File: config.mk
export PLATFORM = sky130hd
export DESIGN_NAME = udc_ctrl
export DESIGN_NICKNAME = d
export VERILOG_FILES = /design/src/udc_ctrl.v /design/src/udc_sync.v /design/src/udc_turn_timer.v
export VERILOG_INCLUDE_DIRS = /design/src /design/src/src
export SDC_FILE = /design/constraint.sdc
export NUM_CORES = 1
export LEC_CHECK = 0
export BUFFER_PORTS_ARGS = -buffer_cell sky130_fd_sc_hd__clkbuf_2
export CORE_AREA = 2 2 69 78
export CTS_CLUSTER_SIZE = 25
export DETAILED_ROUTE_END_ITERATION = 8
export DIE_AREA = 0 0 71 80
export PLACE_DENSITY = 0.87
export SLEW_MARGIN = 0
export SYNTH_ARGS = -nofsm -noshare
export SYNTH_HDL_FRONTEND = slang
export SYNTH_SLANG_ARGS = --single-unit
File: constraint.sdc
create_clock -name clk_sys -period 2 [get_ports clk_sys]
set_input_delay 0.2 -clock clk_sys [delete_from_list [all_inputs] [get_ports clk_sys]]
set_output_delay 0.2 -clock clk_sys [all_outputs]
set_load 0.05 [all_outputs]
File: src/udc_map.vh
// Functional notes
// Ring change flag sets only on ring input low-to-high, marking ring end; resets zero.
// Data-set-ready change flag sets on any change since last status read; resets zero.
// Clear-to-send change flag sets on any change since last status read; resets zero.
// Any change flag set with modem interrupt enable raises the modem interrupt.
// Control bits 7:4 give 0..15 bit times from last stop bit to direction change.
// Turnaround delay writes only land while the enhanced enable bit is one.
// Turnaround delay applies only with automatic RS-485 direction control enabled.
// Transmitter disable halts the shift register; clearing resumes queued bytes; resets zero.
// Send-character-immediate works only while transmitter disable is zero.
// Receiver disable finishes a character in progress, then accepts none.
// After receiver re-enable on an idle line the next character is received normally.
// Software should clear receiver disable only while the receive line idles.
// Receive FIFO stays readable whether or not the receiver is disabled.
// Transmitter disabled: mode 0 sends only a pending flow character, mode 1 keeps sending.
// Receiver disabled: mode 0 ignores everything, mode 1 still acts on xon/xoff.
// Eight-bit read/write scratch pad, all ones after reset.
// Two-bit field selects trigger table; first three use next level above and below.
// Direction drops after last stop bit, rises when a byte loads before start bit.
// Enhanced enable gates writes to the whole control register; clearing it latches.
// Reading modem status clears all change flags.
`ifndef UDC_MAP_VH
`define UDC_MAP_VH

// =====================================================================
// Register offsets on the channel register port
`define UDC_OFF_RX_HOLD      4'h0
`define UDC_OFF_MODEM_STAT   4'h6
`define UDC_OFF_SCRATCH      4'h7
`define UDC_OFF_FEATURE      4'h8

// =====================================================================
// Control register fields (write side of the modem status offset)
`define UDC_CTL_DELAY_HI     7
`define UDC_CTL_DELAY_LO     4
`define UDC_CTL_TX_DIS       3
`define UDC_CTL_RX_DIS       2
`define UDC_CTL_TX_DIS_MODE  1
`define UDC_CTL_RX_DIS_MODE  0

// =====================================================================
// Feature control fields
`define UDC_FC_TABLE_HI      7
`define UDC_FC_TABLE_LO      6
`define UDC_FC_RS485_EN      5
`define UDC_FC_IRDA_INV      4
`define UDC_FC_HYST_HI       3
`define UDC_FC_HYST_LO       0
`define UDC_TABLE_D          2'h3

// =====================================================================
// Reset values
`define UDC_RST_CTRL         8'h00
`define UDC_RST_SCRATCH      8'hff
`define UDC_RST_FEATURE      8'h00
`define UDC_RST_PIN_N        4'hf
`define UDC_RST_DELTA        4'h0

`endif

File: src/udc_ctrl.v
`timescale 1ns/100ps
`default_nettype none
`include "udc_map.vh"

// =====================================================================
// Direction, disable and modem status control slice of one channel
module udc_ctrl (
    input  wire       clk_sys,
    input  wire       arst_n,
    // Channel register port
    input  wire [3:0] reg_addr,
    input  wire       reg_wr,
    input  wire       reg_rd,
    input  wire [7:0] reg_wdata,
    output reg  [7:0] reg_rdata_r,
    // Bits held by sibling registers
    input  wire       efr_enh_en,
    input  wire       ier_modem_int_en,
    // Modem pins, active low; modem interrupt output, active high
    input  wire       cts_n,
    input  wire       dsr_n,
    input  wire       ri_n,
    input  wire       cd_n,
    output wire       modem_int,
    // Transmit engine
    input  wire       tx_byte_load,
    input  wire       tx_last_stop_done,
    input  wire       tx_fifo_empty,
    input  wire       bit_tick,
    input  wire       flow_char_pending,
    input  wire       flow_char_sent,
    output wire       tx_shift_run,
    output wire       tx_flow_char_ok,
    output wire       sci_allowed,
    output reg        rs485_dir_r,
    output wire       auto_rs485_en,
    // Receive engine
    input  wire       rx_busy,
    input  wire       rx_char_done,
    output wire       rx_start_ok,
    output wire       rx_data_store_en,
    output wire       rx_flow_detect_en,
    output wire       rx_fifo_pop,
    // Feature control outputs
    output wire [1:0] trig_table_sel,
    output wire       rts_next_level_mode,
    output wire [3:0] rts_hyst_sel,
    output wire       irda_rx_inv
);

    // =====================================================================
    // Declarations
    wire [3:0] pin_sync;
    wire       cts_s;
    wire       dsr_s;
    wire       ri_s;
    wire       cd_s;
    reg  [3:0] pin_prev_r;
    reg  [3:0] delta_r;
    reg  [3:0] delta_nxt;
    wire [3:0] delta_evt;
    wire       stat_read;

    reg  [7:0] ctrl_r;
    reg  [7:0] scratch_r;
    reg  [7:0] feature_r;
    wire       ctrl_wr;

    wire [3:0] turn_delay;
    wire       tx_dis;
    wire       rx_dis;
    wire       tx_dis_mode;
    wire       rx_dis_mode;

    reg        tx_dis_d_r;
    reg        pend_keep_r;
    reg        pend_keep_nxt;
    reg        rx_halt_r;
    reg        rx_halt_nxt;

    reg        dir_nxt;
    wire       turn_start;
    wire       turn_done;

    reg  [7:0] rdata_nxt;

    // =====================================================================
    // Modem pin synchronisers
    udc_sync #(
        .WIDTH   (4),
        .RST_VAL (`UDC_RST_PIN_N)
    ) u_pin_sync (
        .clk_sys  (clk_sys),
        .arst_n   (arst_n),
        .async_in ({cd_n, ri_n, dsr_n, cts_n}),
        .sync_out (pin_sync)
    );

    assign cts_s = pin_sync[0];
    assign dsr_s = pin_sync[1];
    assign ri_s  = pin_sync[2];
    assign cd_s  = pin_sync[3];

    // =====================================================================
    // Change detection on the synchronised pins
    // Ring change only on the pin rising, i.e. the end of a ring
    assign delta_evt[0] = cts_s ^ pin_prev_r[0];
    assign delta_evt[1] = dsr_s ^ pin_prev_r[1];
    assign delta_evt[2] = ri_s & ~pin_prev_r[2];
    assign delta_evt[3] = cd_s ^ pin_prev_r[3];

    assign stat_read = reg_rd && (reg_addr == `UDC_OFF_MODEM_STAT);

    // Set wins over the read clear so an edge on the read cycle stays
    always @* begin
        delta_nxt = delta_r;
        if (stat_read) begin
            delta_nxt = 4'h0;
        end
        delta_nxt = delta_nxt | delta_evt;
    end

    always @(posedge clk_sys or negedge arst_n) begin
        if (!arst_n) begin
            pin_prev_r <= `UDC_RST_PIN_N;
            delta_r    <= `UDC_RST_DELTA;
        end else begin
            pin_prev_r <= pin_sync;
            delta_r    <= delta_nxt;
        end
    end

    assign modem_int = ier_modem_int_en & (|delta_r);

    // =====================================================================
    // Register writes
    // Control word is an enhanced register: lock it unless enabled
    assign ctrl_wr = reg_wr && (reg_addr == `UDC_OFF_MODEM_STAT) && efr_enh_en;

    always @(posedge clk_sys or negedge arst_n) begin
        if (!arst_n) begin
            ctrl_r    <= `UDC_RST_CTRL;
            scratch_r <= `UDC_RST_SCRATCH;
            feature_r <= `UDC_RST_FEATURE;
        end else begin
            if (ctrl_wr) begin
                ctrl_r <= reg_wdata;
            end
            if (reg_wr && (reg_addr == `UDC_OFF_SCRATCH)) begin
                scratch_r <= reg_wdata;
            end
            if (reg_wr && (reg_addr == `UDC_OFF_FEATURE)) begin
                feature_r <= reg_wdata;
            end
        end
    end

    assign turn_delay  = ctrl_r[`UDC_CTL_DELAY_HI:`UDC_CTL_DELAY_LO];
    assign tx_dis      = ctrl_r[`UDC_CTL_TX_DIS];
    assign rx_dis      = ctrl_r[`UDC_CTL_RX_DIS];
    assign tx_dis_mode = ctrl_r[`UDC_CTL_TX_DIS_MODE];
    assign rx_dis_mode = ctrl_r[`UDC_CTL_RX_DIS_MODE];

    // =====================================================================
    // Register reads, data registered one cycle after the strobe
    always @* begin
        rdata_nxt = reg_rdata_r;
        if (reg_rd) begin
            case (reg_addr)
                `UDC_OFF_MODEM_STAT: rdata_nxt = {~cd_s, ~ri_s, ~dsr_s, ~cts_s, delta_r};
                `UDC_OFF_SCRATCH:    rdata_nxt = scratch_r;
                `UDC_OFF_FEATURE:    rdata_nxt = feature_r;
                default:             rdata_nxt = 8'h00;
            endcase
        end
    end

    always @(posedge clk_sys or negedge arst_n) begin
        if (!arst_n) begin
            reg_rdata_r <= 8'h00;
        end else begin
            reg_rdata_r <= rdata_nxt;
        end
    end

    // No receiver term here: the FIFO drains even while halted
    assign rx_fifo_pop = reg_rd && (reg_addr == `UDC_OFF_RX_HOLD);

    // =====================================================================
    // Transmitter disable
    // A flow character already waiting when the halt lands may still go
    always @* begin
        pend_keep_nxt = pend_keep_r;
        if (!tx_dis) begin
            pend_keep_nxt = 1'b0;
        end else if (!tx_dis_d_r) begin
            pend_keep_nxt = flow_char_pending;
        end else if (flow_char_sent) begin
            pend_keep_nxt = 1'b0;
        end
    end

    always @(posedge clk_sys or negedge arst_n) begin
        if (!arst_n) begin
            tx_dis_d_r  <= 1'b0;
            pend_keep_r <= 1'b0;
        end else begin
            tx_dis_d_r  <= tx_dis;
            pend_keep_r <= pend_keep_nxt;
        end
    end

    assign tx_shift_run    = ~tx_dis;
    assign tx_flow_char_ok = ~tx_dis | tx_dis_mode | pend_keep_nxt;
    assign sci_allowed     = ~tx_dis;

    // =====================================================================
    // Receiver disable
    // Halt takes hold only between characters so a running one completes
    always @* begin
        rx_halt_nxt = rx_halt_r;
        if (!rx_dis) begin
            rx_halt_nxt = 1'b0;
        end else if (!rx_busy || rx_char_done) begin
            rx_halt_nxt = 1'b1;
        end
    end

    always @(posedge clk_sys or negedge arst_n) begin
        if (!arst_n) begin
            rx_halt_r <= 1'b0;
        end else begin
            rx_halt_r <= rx_halt_nxt;
        end
    end

    // Re-enable is immediate; a toggling line may feed garbage then
    assign rx_start_ok       = ~rx_dis & ~rx_halt_r;
    assign rx_data_store_en  = ~rx_halt_r;
    assign rx_flow_detect_en = ~rx_halt_r | rx_dis_mode;

    // =====================================================================
    // Automatic RS-485 direction control
    assign auto_rs485_en = feature_r[`UDC_FC_RS485_EN];

    // Timer only started in auto mode, reloads cancel a pending drop
    assign turn_start = auto_rs485_en & tx_last_stop_done & tx_fifo_empty
                        & ~tx_byte_load;
    udc_turn_timer u_turn_timer (
        .clk_sys    (clk_sys),
        .arst_n     (arst_n),
        .start      (turn_start),
        .cancel     (tx_byte_load),
        .delay_bits (turn_delay),
        .bit_tick   (bit_tick),
        .done_r     (turn_done)
    );

    always @* begin
        dir_nxt = rs485_dir_r;
        if (!auto_rs485_en) begin
            dir_nxt = 1'b0;
        end else if (tx_byte_load) begin
            dir_nxt = 1'b1;
        end else if (turn_done) begin
            dir_nxt = 1'b0;
        end
    end

    always @(posedge clk_sys or negedge arst_n) begin
        if (!arst_n) begin
            rs485_dir_r <= 1'b0;
        end else begin
            rs485_dir_r <= dir_nxt;
        end
    end

    // =====================================================================
    // Trigger table and hysteresis selection
    assign trig_table_sel      = feature_r[`UDC_FC_TABLE_HI:`UDC_FC_TABLE_LO];
    assign rts_next_level_mode = (trig_table_sel != `UDC_TABLE_D);
    assign rts_hyst_sel        = feature_r[`UDC_FC_HYST_HI:`UDC_FC_HYST_LO];
    assign irda_rx_inv         = feature_r[`UDC_FC_IRDA_INV];

endmodule // udc_ctrl

`default_nettype wire

File: src/udc_sync.v
`timescale 1ns/100ps
`default_nettype none
`include "udc_map.vh"

// =====================================================================
// Two-stage synchroniser, one generate lane per bit
module udc_sync #(
    parameter       WIDTH   = 4,
    parameter [3:0] RST_VAL = `UDC_RST_PIN_N
) (
    input  wire             clk_sys,
    input  wire             arst_n,
    input  wire [WIDTH-1:0] async_in,
    output wire [WIDTH-1:0] sync_out
);

    genvar i;
    generate
        for (i = 0; i < WIDTH; i = i + 1) begin : g_lane
            reg meta_r;
            reg stab_r;
            always @(posedge clk_sys or negedge arst_n) begin
                if (!arst_n) begin
                    meta_r <= RST_VAL[i];
                    stab_r <= RST_VAL[i];
                end else begin
                    meta_r <= async_in[i];
                    stab_r <= meta_r;
                end
            end
            assign sync_out[i] = stab_r;
        end
    endgenerate

endmodule // udc_sync

`default_nettype wire

File: src/udc_turn_timer.v
`timescale 1ns/100ps
`default_nettype none

// =====================================================================
// Counts whole bit times after the last stop bit
module udc_turn_timer (
    input  wire       clk_sys,
    input  wire       arst_n,
    input  wire       start,
    input  wire       cancel,
    input  wire [3:0] delay_bits,
    input  wire       bit_tick,
    output reg        done_r
);

    reg [3:0] cnt_r;
    reg       busy_r;

    always @(posedge clk_sys or negedge arst_n) begin
        if (!arst_n) begin
            cnt_r  <= 4'h0;
            busy_r <= 1'b0;
            done_r <= 1'b0;
        end else begin
            done_r <= 1'b0;
            if (cancel) begin
                busy_r <= 1'b0;
            end else if (start) begin
                if (delay_bits == 4'h0) begin
                    done_r <= 1'b1;
                    busy_r <= 1'b0;
                end else begin
                    cnt_r  <= delay_bits;
                    busy_r <= 1'b1;
                end
            end else if (busy_r && bit_tick) begin
                if (cnt_r == 4'h1) begin
                    done_r <= 1'b1;
                    busy_r <= 1'b0;
                end
                cnt_r <= cnt_r - 4'h1;
            end
        end
    end

endmodule // udc_turn_timer

`default_nettype wire

# Yosys cells after proc, flatten, opt, wreduce, memory -nomap -nowiden

Index checks and enable logic that the tools add are counted.

Bits in registers: 58
Bits of input ports: 30
Word-level logic and storage cells: 92
Output and inout bits: 26

Mux-type cells: 23
Eq/ne operators: 8
Add/sub/neg operators: 1
Bitwise operators: 22
Reduce and logical (&&, ||, !) cells: 17

Operators by type and width:

| operator                                               | count |
|---|---|
| case mux 8 bit (3 select lines)                        | 1 |
| two-way mux 1 bit                                      | 18 |
| two-way mux 4 bit                                      | 4 |
| inverter 1 bit                                         | 9 |
| == test 4 x 3 -> 1 bit (second input constant)         | 2 |
| zero test 4 bit                                        | 2 |
| logical AND 1 bit                                      | 7 |
| AND 1 bit                                              | 6 |
| nonzero test 3 bit                                     | 2 |
| == test 4 x 1 -> 1 bit (second input constant)         | 1 |
| == test 4 bit (second input constant)                  | 1 |
| inequality test 2 bit (second input constant)          | 2 |
| OR 4 bit                                               | 1 |
| OR reduction 4 bit                                     | 1 |
| subtractor 4 x 1 -> 4 bit (second input constant)      | 1 |
| inequality test 3 x 2 -> 1 bit (second input constant) | 1 |
| OR 1 bit                                               | 3 |
| AND reduction 3 bit                                    | 1 |
| bitwise XOR 1 bit                                      | 3 |
| inequality test 2 x 1 -> 1 bit (second input constant) | 1 |
| AND reduction 2 bit                                    | 1 |
| nonzero test 2 bit                                     | 1 |
| zero test 1 bit                                        | 1 |
| logical OR 1 bit                                       | 1 |

# Depth between registers and ports, before layout

Gate-level depths: netlist of run 1.

Depth in word-level cells: 5
Mapped depth: 6
Depth with buffers taken out: 5

# Hierarchy

From an unflattened synthesis of run 1, not the netlist that was laid out.

Cell total of the unflattened synthesis: 192
Area, all modules: 2522.4 µm²

By module, submodules not included:

| module         | instances | area an instance (µm²) | sequential area each (µm²) | cells each |
|---|---|---|---|---|
| udc_ctrl       | 1         | 1900.6                 | 1116.1                     | 146 |
| udc_turn_timer | 1         | 381.6                  | 150.1                      | 34 |
| udc_sync       | 1         | 240.2                  | 210.2                      | 12 |

# Worst setup path before layout of run 1

Ideal clock, no wire load.

Kind: input -> output
From: input reg_addr[0]
To: output rx_fifo_pop
Data arrival time: 2099 ps
Data required time: 1800 ps
Setup slack: -299 ps
Stages on the path: 4
Buffers on the path: 2
Cells stage by stage: buf_2 -> nand2b_1 -> buf_2 -> nor4_1

Cells in the longest elaborated chain, start to end: 2

Ends and longest elaborated chain:

| element                          | RTL line       | source |
|---|---|---|
| start: declaration               | udc_ctrl.v:11  | `input wire [3:0] reg_addr,` |
| zero test 4 bit (no source line) | n/a            |  |
| logical AND 1 bit                | udc_ctrl.v:187 | `` assign rx_fifo_pop = reg_rd && (reg_addr == `UDC_OFF_RX_HOLD); `` |
| end: declaration                 | udc_ctrl.v:43  | `output wire rx_fifo_pop,` |

Every way passes these cells.

# Worst setup path after layout of run 1

From: register delta_r[1]
To: output modem_int

Cells in the longest elaborated chain, start to end: 2

Ends and longest elaborated chain:

| element                  | RTL line       | source |
|---|---|---|
| start: declaration       | udc_ctrl.v:59  | `reg [3:0] delta_r;` |
| start signal: assignment | udc_ctrl.v:126 | `` delta_r <= `UDC_RST_DELTA; `` |
| start signal: assignment | udc_ctrl.v:129 | `delta_r <= delta_nxt;` |
| OR reduction 4 bit       | udc_ctrl.v:133 | `assign modem_int = ier_modem_int_en & (\|delta_r);` |
| AND 1 bit                | udc_ctrl.v:133 |  |
| end: declaration         | udc_ctrl.v:24  | `output wire modem_int,` |

Every way passes these cells.

==> run metrics, run 1 <==
P&R area growth vs syn 23.2%; DRT antenna net count 0; routed wire length 5.44 mm; final setup fails 0; pin count of the biggest net entering global routing 39; CP required 1.80 ns; H-tree depth 3; Most used DFF post-synth dfrtp_1; Root Buffer clkbuf_8; PwrDens 1120 nW/um^2; Post-synth EDFFs 0; Chip Height 80 um; hold_sp rx_char_done; most common cell after layout, fill and taps aside clkbuf_2; vias in the first global route 1,825; hold crit path type input port to flop; Clock Latency Late Sink 0.34 ns; Post-DP HPWL 3.88 mm; GRT Util Overall 21.0%; total negative slack 0 ns; standard-cell rows 27; global-route wire length before repair 8.95 mm; Critical Path Max Stage Delay 0.43 ns; max-slew violation count 0; Peak supply drop 469 uV; Clock Sinks 58; share of cells above drive strength 1 46.6%; clock-pin slew on the worst setup and hold paths 0.07 ns; Leak 1.41 nW; yosys warns 0; Cells after Synth 199; crit path DAT 1.42 ns; max_slew headroom 64.2%; delay-heaviest family, CP compound AO/OA/AOI/OAI gates; Antenna diodes 0; Cell Count, Final, Fillers Out 326; Die W 71 um; CP startpoint delta_r[1]$_DFF_PN0_; Util after Layout 63.0%; TritonCTS Buffers 9; initial antenna violation count 0; WP buf/inv 1; die footprint 5680 um^2; f_max 619 MHz; Avg Inst Size Synth 12.6 um^2; max cap viols 0; drt first pass iters 4; Initial Util 51.1%; Hold Vio Cnt, Final 0; Yosys reg bits 58; period utilization 80.8%; Ports 56; Core Box Area 4900 um^2; Final min period 1.62 ns; drt drc 0; worst clock skew 0.00771 ns; critical path capture point type output port; grt ovf 0; outcome complete, no violations; CTS tree yes; element type at the critical path start flop; Wirelength per Cell 16.7 um; worst-path cell chain o41a_1 > clkbuf_2; dpl cells 305; worst-margin pin slew 0.537 ns; Initial DRC Count 129; Worst R2R Setup Slack 0.53 ns; Nets 295; number of port buffers 55; Synth Net Count 231; post-synthesis async set-or-reset flop share 100%; Pwr Total 3.47 mW; Vias/cell 5.66; number of distinct library cells after synthesis 43; crit-path max FO 3; RePlAce Congestion 0.823; synthesized area 2500 um^2; CTS Buffer Depth 2; Critical R2R Launch u_turn_timer.cnt_r[2]$_DFFE_PN0P_; Worst Setup Path Type flop to output port; Slowest-stage cell, CP o41a_1; most frequent cells in the layout clkbuf_2, dfrtp_1, dfstp_2; Vias 1,845; Seq/Total Area, Yosys 59.0%; RSZ-0062 raised after global routing no
worst paths after layout:
kind	depth (start not counted)	end
min	2	rx_halt_r$_DFFE_PN0P_
max in group asynchronous	3	scratch_r[6]$_DFFE_PN1P_
max	2	modem_int
min reg2reg	0	u_pin_sync.g_lane[2].stab_r$_DFF_PN1_
min in group asynchronous	2	rx_halt_r$_DFFE_PN0P_
max reg2reg	3	u_turn_timer.cnt_r[3]$_DFFE_PN0P_
cell usage after synthesis, types with 2 or more instances:
library cell,count,area share [%]
dfrtp_1,38,38
dfstp_2,20,21
mux2_2,16,7.2
inv_1,15,2.2
nand2_1,12,1.8
a21oi_1,9,1.8
nand4_1,8,2.0
o221ai_1,8,2.8
mux2_4,7,4.2
a22oi_1,5,1.5
buf_2,5,1.0
nor2_1,5,0.75
nor4_1,4,1.0
nor2b_1,3,0.75
o21ai_0,3,0.60
o22ai_1,3,0.75
xnor2_1,3,1.0
buf_6,2,0.90
clkbuf_1,2,0.30
ha_1,2,1.0
nand2_2,2,0.50
nand2b_1,2,0.50
nand3b_1,2,0.60
nor3_1,2,0.40
nor4b_1,2,0.70
o31a_1,2,0.70
sequential cells by signal, summed over array words and instances (netlist names):
signal and flops:
delta_r 4, ctrl_r 8, tx_dis_d_r 1, pend_keep_r 1, rs485_dir_r 1, reg_rdata_r 8, feature_r 8, u_pin_sync.g_lane.stab_r 4
u_turn_timer.busy_r 1, u_pin_sync.g_lane.meta_r 4, u_turn_timer.done_r 1, u_turn_timer.cnt_r 4, rx_halt_r 1, pin_prev_r 4, scratch_r 8
routing by layer:
metal | track usage [%] | up-vias | share of wire [%]
met5 | 0 | - | 0
li1 | - | 850 | -
met4 | 9.43 | 0 | 1.9
met3 | 6.31 | 10 | 4.9
met1 | 26.7 | 924 | 43
met2 | 32.9 | 61 | 50
through the flow:
| stage | hold slack, ns | setup WS, ns | area, um^2 |
|---|---|---|---|
| 2_1_floorplan | -0.0956 | 0.295 | 2510 |
| 3_3_place_gp | 0.196 | 0.574 | 2830 |
| 3_5_place_dp | 0.206 | 0.520 | 2830 |
| 4_1_cts | 0.0670 | 0.367 | 3080 |
| 5_1_grt | 0.0926 | 0.344 | 3080 |
| 6_report | 0.0730 | 0.384 | 3080 |
where the power goes:
part,total [mW],switching (mW),internal [mW]
registers,1.56,0.164,1.40
logic,0.814,0.535,0.279
clock network,1.09,0.455,0.636
repair_timing:
item | in CTS | in global routing
hold buffers | 5 | 0
hold endpoints to repair | 13 | 0
buffers inserted | 0 | 0
resized for setup | 0 | 0
cell families (layout without fill, tap and decap cells):
kind of cell | Yosys count | after routing | synth area share (%)
flip-flops | 58 | 58 | 59.0
AND/OR/NAND/NOR | 51 | 51 | 12.4
AO/OA/AOI/OAI | 36 | 36 | 10.0
buffers and inverters | 25 | 94 | 4.75
multiplexers | 24 | 24 | 11.8
XOR/XNOR | 3 | 3 | 1.05
adder cells (fa/ha/maj) | 2 | 2 | 0.999
layout make-up:
cell class | instances | area, um^2
Fill cell | 370 | 1810
Sequential cell | 58 | 1480
Multi-Input combinational cell | 116 | 915
Timing Repair Buffer | 63 | 360
Clock buffer | 11 | 151
Tap cell | 58 | 72.6
Inverter | 15 | 56.3
Clock inverter | 5 | 52.6
(Power assumes the default switching activity.)
==> inputs of run 2 (changes only) <==
clock period = 1.5 ns   (was 2 ns; I/O delays follow)
==> run metrics, run 2 (same netlist as run 1, synthesis figures left out) <==
outcome complete, no violations; Critical Path Max Stage Delay 0.45 ns; vias in the first global route 1,945; worst-margin pin slew 0.376 ns; Wirelength per Cell 16.6 um; Root Buffer clkbuf_8; routed wire length 5.57 mm; Clock Sinks 58; global-route wire length before repair 9.28 mm; Nets 305; standard-cell rows 27; Initial Util 51.1%; drt drc 0; met2 track demand over resource 35.1%; Vias 1,883; Vias/cell 5.60; GRT Util Overall 21.8%; worst-path cell chain o41a_1 > buf_8; DRT antenna net count 0; RSZ-0062 raised after global routing yes; delay-heaviest family, CP compound AO/OA/AOI/OAI gates; critical path capture point type output port; Initial DRC Count 81; Die W 71 um; GR Util met1 27.0%; max_slew headroom 74.6%; WP buf/inv 1; initial antenna violation count 0; f_max 672 MHz; Net Sw Frac 31.9%; Chip Height 80 um; dpl cells 312; Worst Setup Path Type flop to output port; met3 usage 5.30%; H-tree depth 3; TritonCTS Buffers 9; final setup fails 0; pre-CTS WS 0.100 ns; switching pwr 1.52 mW; Leak 1.47 nW; hold crit path type input port to flop; CP required 1.35 ns; P&R area growth vs syn 28.3%; Cell Count, Final, Fillers Out 336; filler cell count 345; Clock Latency Late Sink 0.34 ns; CTS tree yes; Antenna diodes 0; die footprint 5680 um^2; Hold Vio Cnt, Final 0; crit path DAT 1.34 ns; share of cells above drive strength 1 48.9%; drt first pass iters 4; number of port buffers 55; crit-path max FO 2; max-slew violation count 0; element type at the critical path start flop; Int Pwr 3.24 mW; most frequent cells in the layout clkbuf_2, dfrtp_1, dfstp_2; pin count of the biggest net entering global routing 21; Peak supply drop 696 uV; most common cell after layout, fill and taps aside clkbuf_2; Slowest-stage cell, CP o41a_1; period utilization 99.2%; clock share of power 32.9%; Ports 56; Final min period 1.49 ns; worst clock skew 0.00982 ns; max cap viols 0; Post-DP HPWL 3.92 mm; Core Box Area 4900 um^2; Util after Layout 65.6%; Combinational Power Share 23.5%; PwrDens 1480 nW/um^2; Seq pwr share 43.6%; gr busiest metal met2; CTS Buffer Depth 2; Setup WS post-layout 0.0117 ns; clock-pin slew on the worst setup and hold paths 0.07 ns; RePlAce Congestion 0.853; grt ovf 0
-- run 2: cell type report --
cell class | count | area (um^2) | share of cell area [%]
clock inverters | 5 | 77.6 | 2.41
inverters | 15 | 56.3 | 1.75
flip-flops and latches | 58 | 1480 | 46.0
repair buffers | 73 | 458 | 14.3
clock buffers | 11 | 141 | 4.40
multi-input cells | 116 | 930 | 28.9
well taps | 58 | 72.6 | 2.26
-- run 2: power by group through the flow --
stage	logic (mW)	registers, mW	clock network [mW]
CTS	1.13	2.07	1.59
finish	1.12	2.07	1.57
detailed placement	1.10	2.09	0
global route	1.19	2.10	1.67
global placement	1.07	2.08	0
floorplan	0.564	2.28	0
-- run 2: metrics by stage --
stage	power [mW]	instance area, um^2	hold WS [ns]	TNS [ns]
after floorplan	2.85	2520	-0.146	0
after global placement	3.15	2910	0.0721	0
after detailed placement	3.19	2910	0.0825	0
after CTS	4.79	3210	0.0212	0
after global routing	4.97	3210	0.0320	-0.0321
final	4.76	3210	0.0338	0
-- run 2: metal layers --
metal  vias to the layer above  share of wire [%]  wire (um)
met5                         -                  0          0
met4                         0                2.8        155
met3                        19                5.5        308
met2                        74                 49       2750
met1                       923                 42       2360
li1                        867                  -          -
-- run 2: path summary, 6_finish.rpt --
path                                                             from                                     to  slack, ns  cells past startpoint
worst max register to register      u_turn_timer.cnt_r[2]$_DFFE_PN0P_      u_turn_timer.cnt_r[3]$_DFFE_PN0P_       0.10                      3
worst max-delay path                             delta_r[2]$_DFF_PN0_                              modem_int       0.01                      2
worst min register to register  u_pin_sync.g_lane[2].meta_r$_DFF_PN1_  u_pin_sync.g_lane[2].stab_r$_DFF_PN1_       0.36                      0
min in group asynchronous                                      arst_n             reg_rdata_r[2]$_DFFE_PN0P_       0.27                      2
max in group asynchronous                                      arst_n               scratch_r[7]$_DFFE_PN1P_       0.66                      3
worst min-delay path                                     rx_char_done                  rx_halt_r$_DFFE_PN0P_       0.03                      2
-- run 2: worst reg2reg max path: cells and delay by family, from the launching register on --
family | cells | cell delay, ns
and+or+nand+nor | 1 | 0.54
AOI/OAI and AO/OA | 2 | 0.35
DFF | 1 | 0.40
-- run 2: repair_timing --
action / 4_1_cts / 5_1_grt
pin swaps: 1 / 0
resized for setup: 2 / 3
buffers inserted: 3 / 0
setup endpoints to repair: 1 / 4
endpoints found under the hold margin: 7 / 0
hold buffers: 5 / 0
